--- src/design/eqlc_defs.svh ---
// Offsets, field positions, masks and reset values of the equalizer,
// loudness and crossover control registers.
// Assumes it is included once per compile unit by its bare name.
// How it works
// - Band code 0..6 picks 120..12000 Hz.
// - Gain code steps 0.5 dB, 24 is 0 dB.
// - Reset values 0x0018, 0x0000, 0x0505.
// - Loudness cutoff codes pick 10/30/50/70 Hz.
// - Loudness level is 1 dB per code, 0..15.
// - Low crossover is 50 Hz plus 10 Hz/code.
// - Low crossover drives woofer low-pass cutoff.
// - High crossover is 50 Hz plus 10 Hz/code.
// - High crossover drives tweeter high-pass cutoff.
// - Control port reaches registers, pointer auto-increments.
`ifndef EQLC_DEFS_SVH
`define EQLC_DEFS_SVH

`define EQLC_ADDR_EQ 16'h0107
`define EQLC_ADDR_LOUD 16'h0108
`define EQLC_ADDR_XOVER 16'h0109

`define EQLC_RST_EQ 16'h0018
`define EQLC_RST_LOUD 16'h0000
`define EQLC_RST_XOVER 16'h0505

`define EQLC_MASK_EQ 16'h073f
`define EQLC_MASK_LOUD 16'h007f
`define EQLC_MASK_XOVER 16'h3f3f

`define EQLC_EQ_BAND_LSB 8
`define EQLC_EQ_GAIN_LSB 0
`define EQLC_LOUD_CUT_LSB 5
`define EQLC_LOUD_LVL_LSB 0
`define EQLC_XO_LOW_LSB 8
`define EQLC_XO_HIGH_LSB 0

`define EQLC_GAIN_ZERO_CODE 6'h18
`define EQLC_GAIN_MAX_CODE 6'h30
`define EQLC_LVL_MAX_CODE 5'h0f
`define EQLC_XO_LOW_MAX_CODE 6'h2e
`define EQLC_XO_HIGH_MAX_CODE 6'h3c
`define EQLC_XO_BASE_HZ 10'h032

`endif

--- src/design/eqlc_pkg.sv ---
// Types shared by the equalizer, loudness and crossover register bank.
// Assumes nothing of its surroundings.
`default_nettype none
package eqlc_pkg;
  typedef enum logic [2:0] {
    EQLC_BAND_120,
    EQLC_BAND_200,
    EQLC_BAND_500,
    EQLC_BAND_1200,
    EQLC_BAND_3000,
    EQLC_BAND_7500,
    EQLC_BAND_12000,
    EQLC_BAND_RSVD
  } eqlc_band_e;
  typedef enum logic [1:0] {
    EQLC_ACC_IDLE,
    EQLC_ACC_WRITE,
    EQLC_ACC_READ,
    EQLC_ACC_LOAD
  } eqlc_acc_e;
  typedef logic [15:0] eqlc_word_t;
endpackage
`default_nettype wire

--- src/design/eqlc_regs.sv ---
// Register bank for the main equalizer, loudness and crossover settings,
// with decoded settings for the audio datapath.
// Assumes a control-port engine on the same clock that loads the address
// pointer, then presents one data word per write or read strobe.
`include "eqlc_defs.svh"
`default_nettype none
module eqlc_regs (
  input wire logic SYS_CLK_I,
  input wire logic NRST_I,
  input wire logic PTR_LOAD_I,
  input wire logic [15:0] PTR_I,
  input wire logic WR_EN_I,
  input wire logic [15:0] WR_DATA_I,
  input wire logic RD_EN_I,
  output logic [15:0] RD_DATA_O,
  output logic RD_VALID_O,
  output logic [15:0] PTR_O,
  output logic [15:0] EQ_REG_O,
  output logic [15:0] LOUD_REG_O,
  output logic [15:0] XOVER_REG_O,
  output eqlc_pkg::eqlc_band_e EQ_BAND_O,
  output logic [13:0] EQ_BAND_HZ_O,
  output logic signed [6:0] EQ_GAIN_HALF_DB_O,
  output logic [6:0] LOUD_CUT_HZ_O,
  output logic [4:0] LOUD_LEVEL_DB_O,
  output logic [9:0] WOOFER_LPF_HZ_O,
  output logic [9:0] TWEETER_HPF_HZ_O,
  output logic [4:0] RSVD_CODE_O,
  output logic CFG_CHANGE_O
);

  // Only one access per cycle: a pointer load beats a write, a write beats
  // a read. The engine never issues two at once, so this is only a guard.
  eqlc_pkg::eqlc_acc_e acc;
  logic [15:0] ptr_q;
  logic [15:0] ptr_d;
  logic [15:0] eq_q;
  logic [15:0] eq_d;
  logic [15:0] loud_q;
  logic [15:0] loud_d;
  logic [15:0] xo_q;
  logic [15:0] xo_d;
  logic [15:0] rdata_q;
  logic [15:0] rdata_d;
  logic rvalid_q;
  logic change_q;
  logic change_d;

  wire hit_eq = (ptr_q == `EQLC_ADDR_EQ);
  wire hit_loud = (ptr_q == `EQLC_ADDR_LOUD);
  wire hit_xo = (ptr_q == `EQLC_ADDR_XOVER);
  wire do_wr = (acc == eqlc_pkg::EQLC_ACC_WRITE);
  wire do_rd = (acc == eqlc_pkg::EQLC_ACC_READ);

  always_comb begin
    if (PTR_LOAD_I) begin
      acc = eqlc_pkg::EQLC_ACC_LOAD;
    end else if (WR_EN_I) begin
      acc = eqlc_pkg::EQLC_ACC_WRITE;
    end else if (RD_EN_I) begin
      acc = eqlc_pkg::EQLC_ACC_READ;
    end else begin
      acc = eqlc_pkg::EQLC_ACC_IDLE;
    end
  end

  // The pointer steps after each data word so a block transfer walks
  // through consecutive registers; it wraps at the top of the space.
  always_comb begin
    case (acc)
      eqlc_pkg::EQLC_ACC_LOAD: ptr_d = PTR_I;
      eqlc_pkg::EQLC_ACC_WRITE: ptr_d = ptr_q + 16'h0001;
      eqlc_pkg::EQLC_ACC_READ: ptr_d = ptr_q + 16'h0001;
      default: ptr_d = ptr_q;
    endcase
  end

  // Reserved bits are masked off on the way in, so they always read zero
  // even if the host breaks its promise to write them as zero.
  wire [15:0] wr_eq = WR_DATA_I & `EQLC_MASK_EQ;
  wire [15:0] wr_loud = WR_DATA_I & `EQLC_MASK_LOUD;
  wire [15:0] wr_xo = WR_DATA_I & `EQLC_MASK_XOVER;

  assign eq_d = (do_wr && hit_eq) ? wr_eq : eq_q;
  assign loud_d = (do_wr && hit_loud) ? wr_loud : loud_q;
  assign xo_d = (do_wr && hit_xo) ? wr_xo : xo_q;
  assign change_d = (eq_d != eq_q) || (loud_d != loud_q) ||
                    (xo_d != xo_q);

  // Unmapped addresses read as zero and swallow writes.
  always_comb begin
    rdata_d = rdata_q;
    if (do_rd) begin
      if (hit_eq) begin
        rdata_d = eq_q;
      end else if (hit_loud) begin
        rdata_d = loud_q;
      end else if (hit_xo) begin
        rdata_d = xo_q;
      end else begin
        rdata_d = 16'h0000;
      end
    end
  end

  // One register per process keeps each reset value beside its flop.
  always_ff @(posedge SYS_CLK_I) begin
    if (!NRST_I) begin
      ptr_q <= 16'h0000;
    end else begin
      ptr_q <= ptr_d;
    end
  end

  always_ff @(posedge SYS_CLK_I) begin
    if (!NRST_I) begin
      eq_q <= `EQLC_RST_EQ;
    end else begin
      eq_q <= eq_d;
    end
  end

  always_ff @(posedge SYS_CLK_I) begin
    if (!NRST_I) begin
      loud_q <= `EQLC_RST_LOUD;
    end else begin
      loud_q <= loud_d;
    end
  end

  always_ff @(posedge SYS_CLK_I) begin
    if (!NRST_I) begin
      xo_q <= `EQLC_RST_XOVER;
    end else begin
      xo_q <= xo_d;
    end
  end

  always_ff @(posedge SYS_CLK_I) begin
    if (!NRST_I) begin
      rdata_q <= 16'h0000;
    end else begin
      rdata_q <= rdata_d;
    end
  end

  always_ff @(posedge SYS_CLK_I) begin
    if (!NRST_I) begin
      rvalid_q <= 1'b0;
    end else begin
      rvalid_q <= do_rd;
    end
  end

  always_ff @(posedge SYS_CLK_I) begin
    if (!NRST_I) begin
      change_q <= 1'b0;
    end else begin
      change_q <= change_d;
    end
  end

  // Field extraction.
  wire [2:0] band_c = eq_q[`EQLC_EQ_BAND_LSB +: 3];
  wire [5:0] gain_c = eq_q[`EQLC_EQ_GAIN_LSB +: 6];
  wire [1:0] cut_c = loud_q[`EQLC_LOUD_CUT_LSB +: 2];
  wire [4:0] lvl_c = loud_q[`EQLC_LOUD_LVL_LSB +: 5];
  wire [5:0] low_c = xo_q[`EQLC_XO_LOW_LSB +: 6];
  wire [5:0] high_c = xo_q[`EQLC_XO_HIGH_LSB +: 6];

  logic [13:0] band_hz;
  always_comb begin
    case (band_c)
      3'h0: band_hz = 14'd120;
      3'h1: band_hz = 14'd200;
      3'h2: band_hz = 14'd500;
      3'h3: band_hz = 14'd1200;
      3'h4: band_hz = 14'd3000;
      3'h5: band_hz = 14'd7500;
      3'h6: band_hz = 14'd12000;
      default: band_hz = 14'd0;
    endcase
  end

  logic [6:0] cut_hz;
  always_comb begin
    case (cut_c)
      2'h0: cut_hz = 7'd10;
      2'h1: cut_hz = 7'd30;
      2'h2: cut_hz = 7'd50;
      default: cut_hz = 7'd70;
    endcase
  end

  // Gain falls half a decibel per code from +24 half-steps at code 0.
  wire signed [6:0] gain_half =
    $signed({1'b0, `EQLC_GAIN_ZERO_CODE}) - $signed({1'b0, gain_c});

  // Crossover corners are 50 Hz plus ten times the code.
  wire [9:0] low_hz = `EQLC_XO_BASE_HZ + {1'b0, low_c, 3'b000} +
                      {3'b000, low_c, 1'b0};
  wire [9:0] high_hz = `EQLC_XO_BASE_HZ + {1'b0, high_c, 3'b000} +
                       {3'b000, high_c, 1'b0};

  // Out-of-range codes still pass through the decode unchanged; the
  // datapath sees the flags and may hold its last good setting.
  wire [4:0] rsvd = {
    (high_c > `EQLC_XO_HIGH_MAX_CODE),
    (low_c > `EQLC_XO_LOW_MAX_CODE),
    (lvl_c > `EQLC_LVL_MAX_CODE),
    (gain_c > `EQLC_GAIN_MAX_CODE),
    (band_c == 3'h7)
  };

  logic [13:0] band_hz_q;
  logic [2:0] band_q;
  logic signed [6:0] gain_half_q;
  logic [6:0] cut_hz_q;
  logic [4:0] lvl_q;
  logic [9:0] lpf_q;
  logic [9:0] hpf_q;
  logic [4:0] rsvd_q;

  // The decoded settings lag the stored words by one cycle, which keeps
  // the adders and tables off the datapath's timing path.
  always_ff @(posedge SYS_CLK_I) begin
    if (!NRST_I) begin
      band_q <= 3'h0;
    end else begin
      band_q <= band_c;
    end
  end

  always_ff @(posedge SYS_CLK_I) begin
    if (!NRST_I) begin
      band_hz_q <= 14'h0078;
    end else begin
      band_hz_q <= band_hz;
    end
  end

  always_ff @(posedge SYS_CLK_I) begin
    if (!NRST_I) begin
      gain_half_q <= 7'sh00;
    end else begin
      gain_half_q <= gain_half;
    end
  end

  always_ff @(posedge SYS_CLK_I) begin
    if (!NRST_I) begin
      cut_hz_q <= 7'h0a;
    end else begin
      cut_hz_q <= cut_hz;
    end
  end

  always_ff @(posedge SYS_CLK_I) begin
    if (!NRST_I) begin
      lvl_q <= 5'h00;
    end else begin
      lvl_q <= lvl_c;
    end
  end

  always_ff @(posedge SYS_CLK_I) begin
    if (!NRST_I) begin
      lpf_q <= 10'h064;
    end else begin
      lpf_q <= low_hz;
    end
  end

  always_ff @(posedge SYS_CLK_I) begin
    if (!NRST_I) begin
      hpf_q <= 10'h064;
    end else begin
      hpf_q <= high_hz;
    end
  end

  always_ff @(posedge SYS_CLK_I) begin
    if (!NRST_I) begin
      rsvd_q <= 5'h00;
    end else begin
      rsvd_q <= rsvd;
    end
  end

  assign RD_DATA_O = rdata_q;
  assign RD_VALID_O = rvalid_q;
  assign PTR_O = ptr_q;
  assign EQ_REG_O = eq_q;
  assign LOUD_REG_O = loud_q;
  assign XOVER_REG_O = xo_q;
  assign EQ_BAND_O = eqlc_pkg::eqlc_band_e'(band_q);
  assign EQ_BAND_HZ_O = band_hz_q;
  assign EQ_GAIN_HALF_DB_O = gain_half_q;
  assign LOUD_CUT_HZ_O = cut_hz_q;
  assign LOUD_LEVEL_DB_O = lvl_q;
  assign WOOFER_LPF_HZ_O = lpf_q;
  assign TWEETER_HPF_HZ_O = hpf_q;
  assign RSVD_CODE_O = rsvd_q;
  assign CFG_CHANGE_O = change_q;

endmodule
`default_nettype wire

--- config.mk ---
export PLATFORM = sky130hd
export DESIGN_NAME = eqlc_regs
export DESIGN_NICKNAME = d
export VERILOG_FILES = /design/src/design/eqlc_pkg.sv /design/src/design/eqlc_regs.sv
export VERILOG_INCLUDE_DIRS = /design/src /design/src/design
export SDC_FILE = /design/constraint.sdc
export NUM_CORES = 1
export LEC_CHECK = 0
export BUFFER_PORTS_ARGS = -buffer_cell sky130_fd_sc_hd__clkbuf_2
export CORE_MARGIN = 2
export CORE_UTILIZATION = 56
export DETAILED_ROUTE_END_ITERATION = 8
export PLACE_DENSITY = 0.95
export SLEW_MARGIN = 5
export SYNTH_ARGS = -nofsm -noshare
export SYNTH_HDL_FRONTEND = slang
export SYNTH_SLANG_ARGS = --single-unit
--- constraint.sdc ---
create_clock -name SYS_CLK_I -period 3.43 [get_ports SYS_CLK_I]
set_input_delay 0.1715 -clock SYS_CLK_I [delete_from_list [all_inputs] [get_ports SYS_CLK_I]]
set_output_delay 0.1715 -clock SYS_CLK_I [all_outputs]
set_load 0.005 [all_outputs]
# ---- Word-level counts from Yosys, hierarchy flattened
# Cells that the tools add are included.
dict set report classes {
  eq_ne 18
  n_reduce_logical 9
  muxes 12
  add_sub_neg 6
  n_lt_le_gt_ge 4
}
# cell count
set ops {}
lappend ops {{$pmux W14 S7} 1}
lappend ops {{$mux W16} 6}
lappend ops {{$eq A16 B9 Y1 const B} 3}
lappend ops {{$ne A16 B16 Y1} 3}
lappend ops {{$pmux W16 S2} 1}
lappend ops {{$pmux W7 S3} 1}
lappend ops {{$add A10 B7 Y10} 2}
lappend ops {{$add A6 B9 Y10 const A} 2}
lappend ops {{$gt A6 B6 Y1 const B} 3}
lappend ops {{$add A16 B1 Y16 const B} 1}
lappend ops {{$eq A3 B3 Y1 const B} 4}
lappend ops {{$sub A5 B6 Y7 const A} 1}
lappend ops {{$eq A2 B2 Y1 const B} 3}
lappend ops {{$eq A3 B2 Y1 const B} 2}
lappend ops {{$mux W2} 3}
lappend ops {{$gt A5 B4 Y1 const B} 1}
lappend ops {{$eq A2 B1 Y1 const B} 2}
lappend ops {{$eq A3 B1 Y1 const B} 1}
lappend ops {{$logic_and A1 B1 Y1} 3}
lappend ops {{$logic_not A3 Y1} 1}
lappend ops {{$logic_not A2 Y1} 1}
lappend ops {{$logic_or A1 B1 Y1} 2}
lappend ops {{$reduce_bool A2 Y1} 1}
lappend ops {{$reduce_or A2 Y1} 1}
dict set report totals {
  output_inout_bits 143
  regBits 143
}

# ---- Logic depth before layout (Yosys ltp)
# Gate-level depths: netlist of run 1.
dict set report logic_depth {
  ltp_word 9
  ltp_mapped 9
  mapped_depth_nobuf 9
}

# ---- Worst setup path after synthesis of run 1
# OpenSTA, ideal clock, no wires.
dict set report synth_path {
  path_kind {register -> register}
  from {register xo_q[9], in the netlist XOVER_REG_O[9]}
  to {register lpf_q[7], in the netlist WOOFER_LPF_HZ_O[7]}
  path_slack_ps 1432
  period_less_slack_ps 1998
  n_path_buf 0
  t_arrival_ps 1883
  stages_incl_launch_ff 10
  required_ps 3315
  path_cell_list {dfxtp_1 -> inv_1 -> ha_1 -> inv_1 -> ha_1 -> a31oi_1 -> o21bai_1 -> a21o_1 -> xor2_1 -> and2_1}
}
dict set report synth_between {
  elab_chain_len 2
}
# item line_no
set synth_rtl {}
lappend synth_rtl {{from (decl)} eqlc_regs.sv:41} ;# logic [15:0] xo_q;
lappend synth_rtl {{from (signal assigned)} eqlc_regs.sv:133} ;# xo_q <= `EQLC_RST_XOVER;
lappend synth_rtl {{from (signal assigned)} eqlc_regs.sv:135} ;# xo_q <= xo_d;
lappend synth_rtl {{$add A6 B9 Y10 (no source line)} -}
lappend synth_rtl {{$add A10 B7 Y10 (no source line) (*)} -}
lappend synth_rtl {{to (signal assigned)} eqlc_regs.sv:270} ;# lpf_q <= low_hz;
lappend synth_rtl {{to (decl)} eqlc_regs.sv:220} ;# logic [9:0] lpf_q;
# Mark *: on every way between the ends. The rest lies on a longest branch, timed or not.
# A chain may end at the register's enable or synchronous reset.

# ---- Worst setup path after layout of run 1
dict set report layout_path {
  from {register ptr_q[4], in the netlist PTR_O[4]}
  to {register eq_q[13], in the netlist EQ_REG_O[13]}
}
dict set report layout_between {
  elab_chain_len 3
}
# item line_no
set layout_rtl {}
lappend layout_rtl {{from (decl)} eqlc_regs.sv:35} ;# logic [15:0] ptr_q;
lappend layout_rtl {{from (signal assigned)} eqlc_regs.sv:111} ;# ptr_q <= ptr_d;
lappend layout_rtl {{$eq A16 B9 Y1 (no source line)} -}
lappend layout_rtl {{$logic_and A1 B1 Y1} eqlc_regs.sv:84} ;# assign eq_d = (do_wr && hit_eq) ? wr_eq : eq_q;
lappend layout_rtl {{$mux W16} eqlc_regs.sv:84}
lappend layout_rtl {{to (signal assigned)} eqlc_regs.sv:117} ;# eq_q <= `EQLC_RST_EQ;
lappend layout_rtl {{to (signal assigned)} eqlc_regs.sv:119} ;# eq_q <= eq_d;
lappend layout_rtl {{to (decl)} eqlc_regs.sv:37} ;# logic [15:0] eq_q;
# No other way between the ends.

==> qor.txt, run 1 <==
Async S/R FF share, synth - 0
Pleak - 3.67 nW
Finished Core Util - 0.722
Worst Hold Class - in2reg
Vias - 5676
Clock Skews - 0.00813 ns
Initial antenna violation count - 0
Post-layout power - 3.46 mW
Placed cell area - 0.00702 sq mm
Maximum clock insertion buffer count - 2
Startpoint class of the critical path - flop
Filler Cell Count - 773
Hold WS - 0.0408 ns
Post-route cell area - 0.00779 sq mm
CTS root buf - clkbuf_8
Setup slack at placement - 1.08 ns
Synth warn - 0
Setup TNS Final - 0 ns
Core Rows - 38
Share of cells above drive strength 1 - 0.262
Number of port buffers - 170
Reg clk slew, reported paths - 0.06 ns
DRC Markers - 0
Ys flop type - dfxtp_1
Count of final setup violators - 0
Outcome - finished clean
TritonCTS clock tree - built
Largest net degree at the start of global routing - 99
DIE HEIGHT - 109 um
Critical Path AT - 2.81 ns
Core Area - 0.0108 sq mm
Max_slew headroom - 0.461
Vias per Instance - 5.54
Final Non-Filler Cells - 1024
Num ports - 180
Power Dens Cells - 444 mW/mm^2
Max Slew Vio Count - 0
Peak Freq - 417 MHz
CTS buffer count - 17
Placed Cells incl. Taps - 967
Global-route wire length before repair - 26.9 mm
First-pass DRT Iterations - 6
Drt total wl - 16.9 mm
Gpl congestion - 0.865
Final hold violation count - 0
DP HPWL - 11.4 mm
Multi-input gate area - 0.00302 sq mm
Syn Area/Cell - 8.89 sq um
Setup repair after global routing missed its margin - no
Netlist cell types - 59
Synth area leaders - dfxtp_1, ha_1, nand2_1
Final #Nets - 938
Worst-Skew Late Latency - 0.52 ns
Max FO, Critical Path - 18
Crit path kind - reg2reg
Synth area leader - dfxtp_1
Seq/Total Area, Yosys - 0.444
Seq. cell area - 0.00274 sq mm
GR Overflow Total - 0
Ant diodes - 0
Synth top area share - 0.444
Drt initial violations - 475
Tmin final - 2.40 ns
Number of max-cap violations - 0
Mapped Cells - 695
Post-synth EDFFs - 0
Total global-route track usage - 0.295
Die area - 0.0119 sq mm
Die Wd - 109 um
Average wire per standard cell - 16.5 um
Vias in the first global route - 5484
ANT nets after route - 0
Slew @ Worst Pin - 0.808 ns
# clock sinks - 137
Initial Util - 0.572
Area Overhead vs Synth - 26.1%
Htree depth - 4
Worst vdd ir - 350 uV
Post-CTS resize count - 0
CP endpoint kind - flop
Final WS setup - 1.03 ns
Yosys reg bits - 137
WP data required - 3.84 ns
Mapped Area - 0.00618 sq mm
Final Cycle Share - 0.700
[cells in the mapped netlist, types with 4 or more instances]
master / n
a21boi_0: 15
a21o_1: 4
a21oi_1: 51
a31oi_1: 5
and2_1: 27
and3_1: 10
and3_2: 16
buf_4: 8
clkbuf_1: 30
dfxtp_1: 137
ha_1: 30
inv_1: 52
mux2i_1: 10
nand2_1: 80
nand2b_1: 8
nand3_1: 6
nand4_1: 9
nor2_1: 15
nor2b_1: 10
nor3_1: 9
nor4_1: 6
o211a_1: 4
o211ai_1: 5
o21a_1: 4
o21ai_0: 53
o21bai_1: 4
xnor2_1: 28
xor2_1: 15
[report_power, final]
part | total, mW | leakage (nW) | internal (mW) | switching [mW]
clock network | 1.61 | 0.254 | 0.959 | 0.647
logic | 0.213 | 2.31 | 0.0981 | 0.115
registers | 1.64 | 1.11 | 1.61 | 0.0264
[critical path, stage by stage, from the launching register on]
cell,delay [ns]
dfxtp_1,0.38
nor4_4,0.50
nand4_2,0.47
or2_1,0.61
and3_2,0.33
[area by class of cell]
cell class / instances / share of cell area
tap: 140 / 0.0225
clock inverter: 7 / 0.00546
timing repair buffer: 199 / 0.145
sequential: 137 / 0.352
clock buffer: 25 / 0.0621
inverter: 52 / 0.0250
multi-input combinational: 464 / 0.387
[per-layer routing]
| layer | track usage | up-vias | share of wire |
|---|---|---|---|
| met5 | 0 | - | 0 |
| met2 | 0.514 | 277 | 0.49 |
| li1 | - | 2691 | - |
| met1 | 0.336 | 2661 | 0.40 |
| met3 | 0.0885 | 47 | 0.082 |
| met4 | 0.117 | 0 | 0.026 |
[state kept, by name, summed over array words and instances (netlist names)]
signal             flops
CFG_CHANGE_O           1
EQ_BAND_HZ_O          12
EQ_BAND_O              3
EQ_GAIN_HALF_DB_O      7
EQ_REG_O              16
LOUD_CUT_HZ_O          5
LOUD_LEVEL_DB_O        5
LOUD_REG_O            16
PTR_O                 16
RD_DATA_O             16
RD_VALID_O             1
RSVD_CODE_O            5
TWEETER_HPF_HZ_O       9
WOOFER_LPF_HZ_O        9
XOVER_REG_O           16
[path summary, 6_finish.rpt]
check,startpoint,endpoint,slack [ns],depth (start not counted)
worst min register to register,LOUD_REG_O[14],RD_DATA_O[14],0.50,2
worst max register to register,PTR_O[4],EQ_REG_O[13],1.03,4
worst max-delay path,PTR_O[4],EQ_REG_O[13],1.03,4
worst min-delay path,WR_DATA_I[2],EQ_REG_O[2],0.04,3
[timing repair]
item                                    in CTS  in global routing
setup buffers                                0                  0
endpoints found under the hold margin       29                  0
endpoints found under the setup margin       0                  0
hold buffers                                25                  0
[placed cells by master (no fill, tap or decap), types with 4 or more instances in the layout]
master	synthesis	routed
nand3_1	6	6
o21a_1	4	4
clkbuf_1	30	4
o211a_1	4	4
xnor2_1	28	28
nor2b_1	10	10
a31oi_1	5	5
and2_1	27	27
nor4_1	6	6
nor2_1	15	15
xor2_1	15	15
clkbuf_16	0	16
a21boi_0	15	15
and3_2	16	16
ha_1	30	30
mux2i_1	10	10
conb_1	2	6
nand2_1	80	80
clkbuf_8	0	5
buf_4	8	5
nor3_1	9	9
nand2b_1	8	8
inv_1	52	52
clkinv_2	0	4
o21bai_1	4	4
clkbuf_2	1	169
a21o_1	4	4
o211ai_1	5	5
dlygate4sd3_1	0	25
dfxtp_1	137	137
o21ai_0	53	53
nand4_1	9	9
a21oi_1	51	51
and3_1	10	10
[logic make-up (layout without fill, tap and decap cells)]
family / Yosys count / in the layout / synth area share
compound gates: 158 / 158 / 0.153
flops: 137 / 137 / 0.444
simple gates: 217 / 217 / 0.194
other cells: 2 / 6 / 0.00122
mux: 10 / 10 / 0.0162
fa+ha+maj: 30 / 30 / 0.0608
buf+inv: 98 / 283 / 0.0705
xor+xnor: 43 / 43 / 0.0610
(Power assumes the default switching activity.)
==> run 2: changes to the inputs <==
- CORE_UTILIZATION: 56 -> 52
- PLACE_DENSITY: 0.95 -> 0.9
- clock period: 3.43 -> 2.5 ns (I/O delays scaled with it)
==> run 2 against run 1 <==
The run now ends with design-rule violations left; global-route usage shrank 3.9 points; first-iteration DRC count shrank 7.8%; wire length shrank 3.2%; combinational power grew 31%; highest routed layer unchanged; largest power group is now the clock network; power grew 46%; worst setup slack lost 0.72 ns; via count shrank 1.0%; cell count grew 0.20%; critical path depth grew 5; die area grew 7.4%; fmax grew 9.4%.
==> qor.txt, run 2 (synthesis results as in run 1) <==
DP HPWL - 11.6 mm
Worst path slowest cell - dfxtp_1
Setup repair after global routing missed its margin - no
Multi-input gate area - 0.00302 sq mm
Initial Util - 0.536
Share of cells above drive strength 1 - 0.280
Average wire per standard cell - 15.9 um
Critical Path Sink - TWEETER_HPF_HZ_O[8]
Gpl congestion - 0.868
WP data required - 2.84 ns
Maximum clock insertion buffer count - 2
Peak Freq - 456 MHz
CTS buffer count - 17
Setup slack at placement - 0.350 ns
Final Cycle Share - 0.877
DRC Markers - 13
CP delay by family, top - compound AO/OA/AOI/OAI gates
Number of max-cap violations - 0
Placed cell area - 0.00712 sq mm
Worst r2r path cells - 9
Max_slew headroom - 0.558
TritonCTS clock tree - built
Post-CTS resize count - 0
Vias - 5619
First-pass DRT Iterations - 7
Crit path kind - reg2reg
GR Overflow Total - 0
Die area - 0.0128 sq mm
Num ports - 180
Post-route cell area - 0.00785 sq mm
Max stage delay on crit path - 0.45 ns
Ant diodes - 0
Tmin final - 2.19 ns
Min-Delay Path Depth - 3
Final #Nets - 939
Final Non-Filler Cells - 1026
Crit path from - XOVER_REG_O[1]
Vias per Instance - 5.48
Worst Hold Class - in2reg
Final WS setup - 0.307 ns
Core Area - 0.0115 sq mm
WP buf/inv - 2
Power Dens Cells - 644 mW/mm^2
Vias in the first global route - 5264
Reg clk slew, reported paths - 0.06 ns
Finished Core Util - 0.681
Critical Path Stages - 9
Initial antenna violation count - 0
Max Slew Vio Count - 0
CP endpoint kind - flop
Largest net degree at the start of global routing - 78
Startpoint class of the critical path - flop
Drt initial violations - 438
# clock sinks - 137
Critical Path AT - 2.53 ns
Core Rows - 39
Area Overhead vs Synth - 27.0%
Drt total wl - 16.4 mm
Total global-route track usage - 0.255
CTS root buf - clkbuf_16
Post-CTS setup repair buffer count - 0
Worst flop-to-flop path endpoint - TWEETER_HPF_HZ_O[8]
Worst-Skew Late Latency - 0.41 ns
Count of final setup violators - 0
R2r setup slk - 0.31 ns
Final hold violation count - 0
Clock Skews - 0.00659 ns
Placed Cells incl. Taps - 983
Crit Reg-Reg Startpoint - XOVER_REG_O[1]
Filler Cell Count - 877
Slew @ Worst Pin - 0.662 ns
Seq. cell area - 0.00274 sq mm
Global-route wire length before repair - 25.9 mm
Htree depth - 4
DIE HEIGHT - 113 um
Worst vdd ir - 382 uV
ANT nets after route - 0
Post-CTS Hold Buffers - 13
Setup TNS Final - 0 ns
Violations in the final reports - design-rule violations
Most frequent cells in the layout - clkbuf_2, dfxtp_1, nand2_1
Max FO, Critical Path - 6
Number of port buffers - 170
Post-layout power - 5.06 mW
Die Wd - 113 um
Hold WS - 0.0172 ns
Outcome - complete, but fails checks
Worst-path cell chain - inv_1, ha_1, inv_1, ha_1, a21o_1, a21oi_1, o21bai_1, a21oi_1, mux2i_1
Commonest non-fill, non-tap cell in the layout - clkbuf_2
Pleak - 3.72 nW
[run 2: metal layers]
metal / routed length [um] / global-route usage
met5: 0 / 0
met4: 443 / 0.103
met3: 1290 / 0.0803
met2: 7910 / 0.430
met1: 6720 / 0.304
[run 2: layout make-up]
cell class / count / area share
inverters: 52 / 0.0249
flip-flops and latches: 137 / 0.349
clock inverters: 11 / 0.0188
well taps: 143 / 0.0228
repair buffers: 200 / 0.142
clock buffers: 19 / 0.0577
multi-input cells: 464 / 0.385
[run 2: worst min-delay path: stages]
cell,delay [ns]
clkbuf_2,0.08
o21ai_0,0.08
a21oi_1,0.11
[run 2: how the worst min path moves through the flow]
stage | start | end | slack [ns]
after floorplan | PTR_I[2] | PTR_O[2] | 0.26
after global placement | PTR_I[2] | PTR_O[2] | 0.35
after detailed placement | PTR_I[2] | PTR_O[2] | 0.35
after CTS | PTR_I[14] | PTR_O[14] | 0.005
after global routing | WR_DATA_I[9] | XOVER_REG_O[9] | 0.02
final | PTR_I[14] | PTR_O[14] | 0.02
[run 2: power by group]
part,switching (mW),total [mW],internal (mW)
clock,0.914,2.52,1.61
sequential,0.0376,2.25,2.22
combinational,0.152,0.280,0.127
==> run 3: changes to the inputs <==
- BUFFER_PORTS_ARGS: -buffer_cell sky130_fd_sc_hd__clkbuf_2 -> -buffer_cell sky130_fd_sc_hd__buf_2
==> run 3 against run 2 <==
The run still ends with design-rule violations left; fmax fell by 1.6%; global-route usage rose by 1.5 points; sequential share of layout area fell by 0.056 points; hold slack got worse by 0.0050 ns; design area rose by 0.16%; wire length rose by 2.8%; sequential power barely moved; first-iteration DRC count rose by 7.1%; clock power rose by 3%; non-clock buffer count fell by 1; clock skew barely moved; critical endpoint is now TWEETER_HPF_HZ_O[7]; largest cell class unchanged.
==> qor.txt, run 3 (synthesis results as in run 1) <==
Int Pwr - 4.04 mW
ANT nets after route - 0
Worst Min Path Start - PTR_I[0]
Final #Nets - 938
Htree depth - 4
Power Dens Cells - 653 mW/mm^2
Outcome - complete, but fails checks
Endpoint, Worst Hold - PTR_O[0]
Drt total wl - 16.8 mm
Worst r2r path cells - 9
Sequential power share - 0.439
Vias - 5643
Number of max-cap violations - 0
Final hold violation count - 0
TritonCTS clock tree - built
Worst path slowest cell - dfxtp_1
Ant diodes - 0
Max FO, Critical Path - 6
Worst-path cell chain - inv_1, ha_1, inv_1, ha_1, a31oi_1, o21bai_1, a21o_1, xor2_1, and2_1
Vias in the first global route - 5444
Post-CTS setup repair buffer count - 0
Die area - 0.0128 sq mm
Average wire per standard cell - 16.4 um
Final WS setup - 0.271 ns
Max stage delay on crit path - 0.45 ns
Maximum clock insertion buffer count - 2
WP data required - 2.81 ns
Critical Path AT - 2.54 ns
Setup repair after global routing missed its margin - no
DP HPWL - 11.7 mm
Reg clk slew, reported paths - 0.05 ns
Part of the power in the clock network - 0.506
Worst vdd ir - 364 uV
Core Area - 0.0115 sq mm
# clock sinks - 137
Clock Skews - 0.00622 ns
Drt initial violations - 469
Total global-route track usage - 0.270
Setup TNS Final - 0 ns
Max_slew headroom - 0.595
Most frequent cells in the layout - buf_2, dfxtp_1, nand2_1
P_sw - 1.10 mW
Crit path kind - reg2reg
Switching share of power - 0.213
CP endpoint kind - flop
Violations in the final reports - design-rule violations
Slew @ Worst Pin - 0.607 ns
Startpoint class of the critical path - flop
Count of final setup violators - 0
Vias per Instance - 5.49
Setup slack at placement - 0.330 ns
CTS root buf - clkbuf_16
First-pass DRT Iterations - 7
Largest net degree at the start of global routing - 66
CP delay by family, top - adder cells
Crit Reg-Reg Startpoint - XOVER_REG_O[1]
Worst-Skew Late Latency - 0.42 ns
Initial antenna violation count - 0
Power share of the combinational group - 0.055
Worst flop-to-flop path endpoint - TWEETER_HPF_HZ_O[7]
Number of port buffers - 170
DIE HEIGHT - 113 um
Worst Hold Class - in2reg
Peak Freq - 449 MHz
Gpl congestion - 0.869
Max Slew Vio Count - 0
R2r setup slk - 0.27 ns
Post-CTS resize count - 0
Post-CTS Hold Buffers - 14
Global-route wire length before repair - 27.3 mm
Die Wd - 113 um
Num ports - 180
Tmin final - 2.23 ns
Final Cycle Share - 0.891
Core Rows - 39
Commonest non-fill, non-tap cell in the layout - buf_2
Min-Delay Path Depth - 4
Share of cells above drive strength 1 - 0.276
CTS buffer count - 17
DRC Markers - 13
WP buf/inv - 2
Initial Util - 0.536
Area Overhead vs Synth - 27.2%
GR Overflow Total - 0
Pleak - 3.81 nW
[run 3: power by group through the flow]
stage          Combinational (mW)  Clock [mW]  Sequential [mW]
2_1_floorplan               0.157           0             2.29
3_3_place_gp                0.254           0             2.30
3_5_place_dp                0.259           0             2.30
4_1_cts                     0.279        2.62             2.25
5_1_grt                     0.311        2.72             2.26
6_report                    0.283        2.60             2.25
[run 3: final cells by class]
type,count,area (sq um)
sequential,137,2740
clock inverter,7,113
inverter,52,195
tap,143,179
clock buffer,25,505
timing repair buffer,199,1110
multi-input combinational,464,3020
fill,864,3660
[run 3: through the flow]
stage	hold WS (ns)	cell area (sq um)	instances	power, mW	utilization
2_1_floorplan	0.263	6190	699	2.45	-
3_3_place_gp	0.352	7100	981	2.55	0.617
3_5_place_dp	0.352	7100	981	2.56	0.617
4_1_cts	0.00106	7860	1027	5.15	0.683
5_1_grt	0.0204	7860	1027	5.29	0.683
6_report	0.0122	7860	1027	5.14	0.683
[run 3: layer usage]
metal,vias up,track usage,share of wire
li1,2692,-,-
met1,2608,0.328,0.40
met2,287,0.443,0.47
met3,56,0.0707,0.082
met4,0,0.143,0.042
met5,-,0,0
[run 3: worst max-delay path by stage]
| stage | depth (start not counted) | startpoint | to |
|---|---|---|---|
| floorplan | 9 | XOVER_REG_O[9] | WOOFER_LPF_HZ_O[7] |
| global placement | 9 | XOVER_REG_O[1] | TWEETER_HPF_HZ_O[7] |
| detailed placement | 9 | XOVER_REG_O[1] | TWEETER_HPF_HZ_O[7] |
| CTS | 9 | XOVER_REG_O[1] | TWEETER_HPF_HZ_O[7] |
| global route | 9 | XOVER_REG_O[11] | WOOFER_LPF_HZ_O[7] |
| finish | 9 | XOVER_REG_O[1] | TWEETER_HPF_HZ_O[7] |
[run 3: tightest hold or removal path: cells and delay by family]
kind	cells	cell delay, ns
buffers and inverters	1	0.07
AOI/OAI and AO/OA	1	0.05
and+or+nand+nor	2	0.15
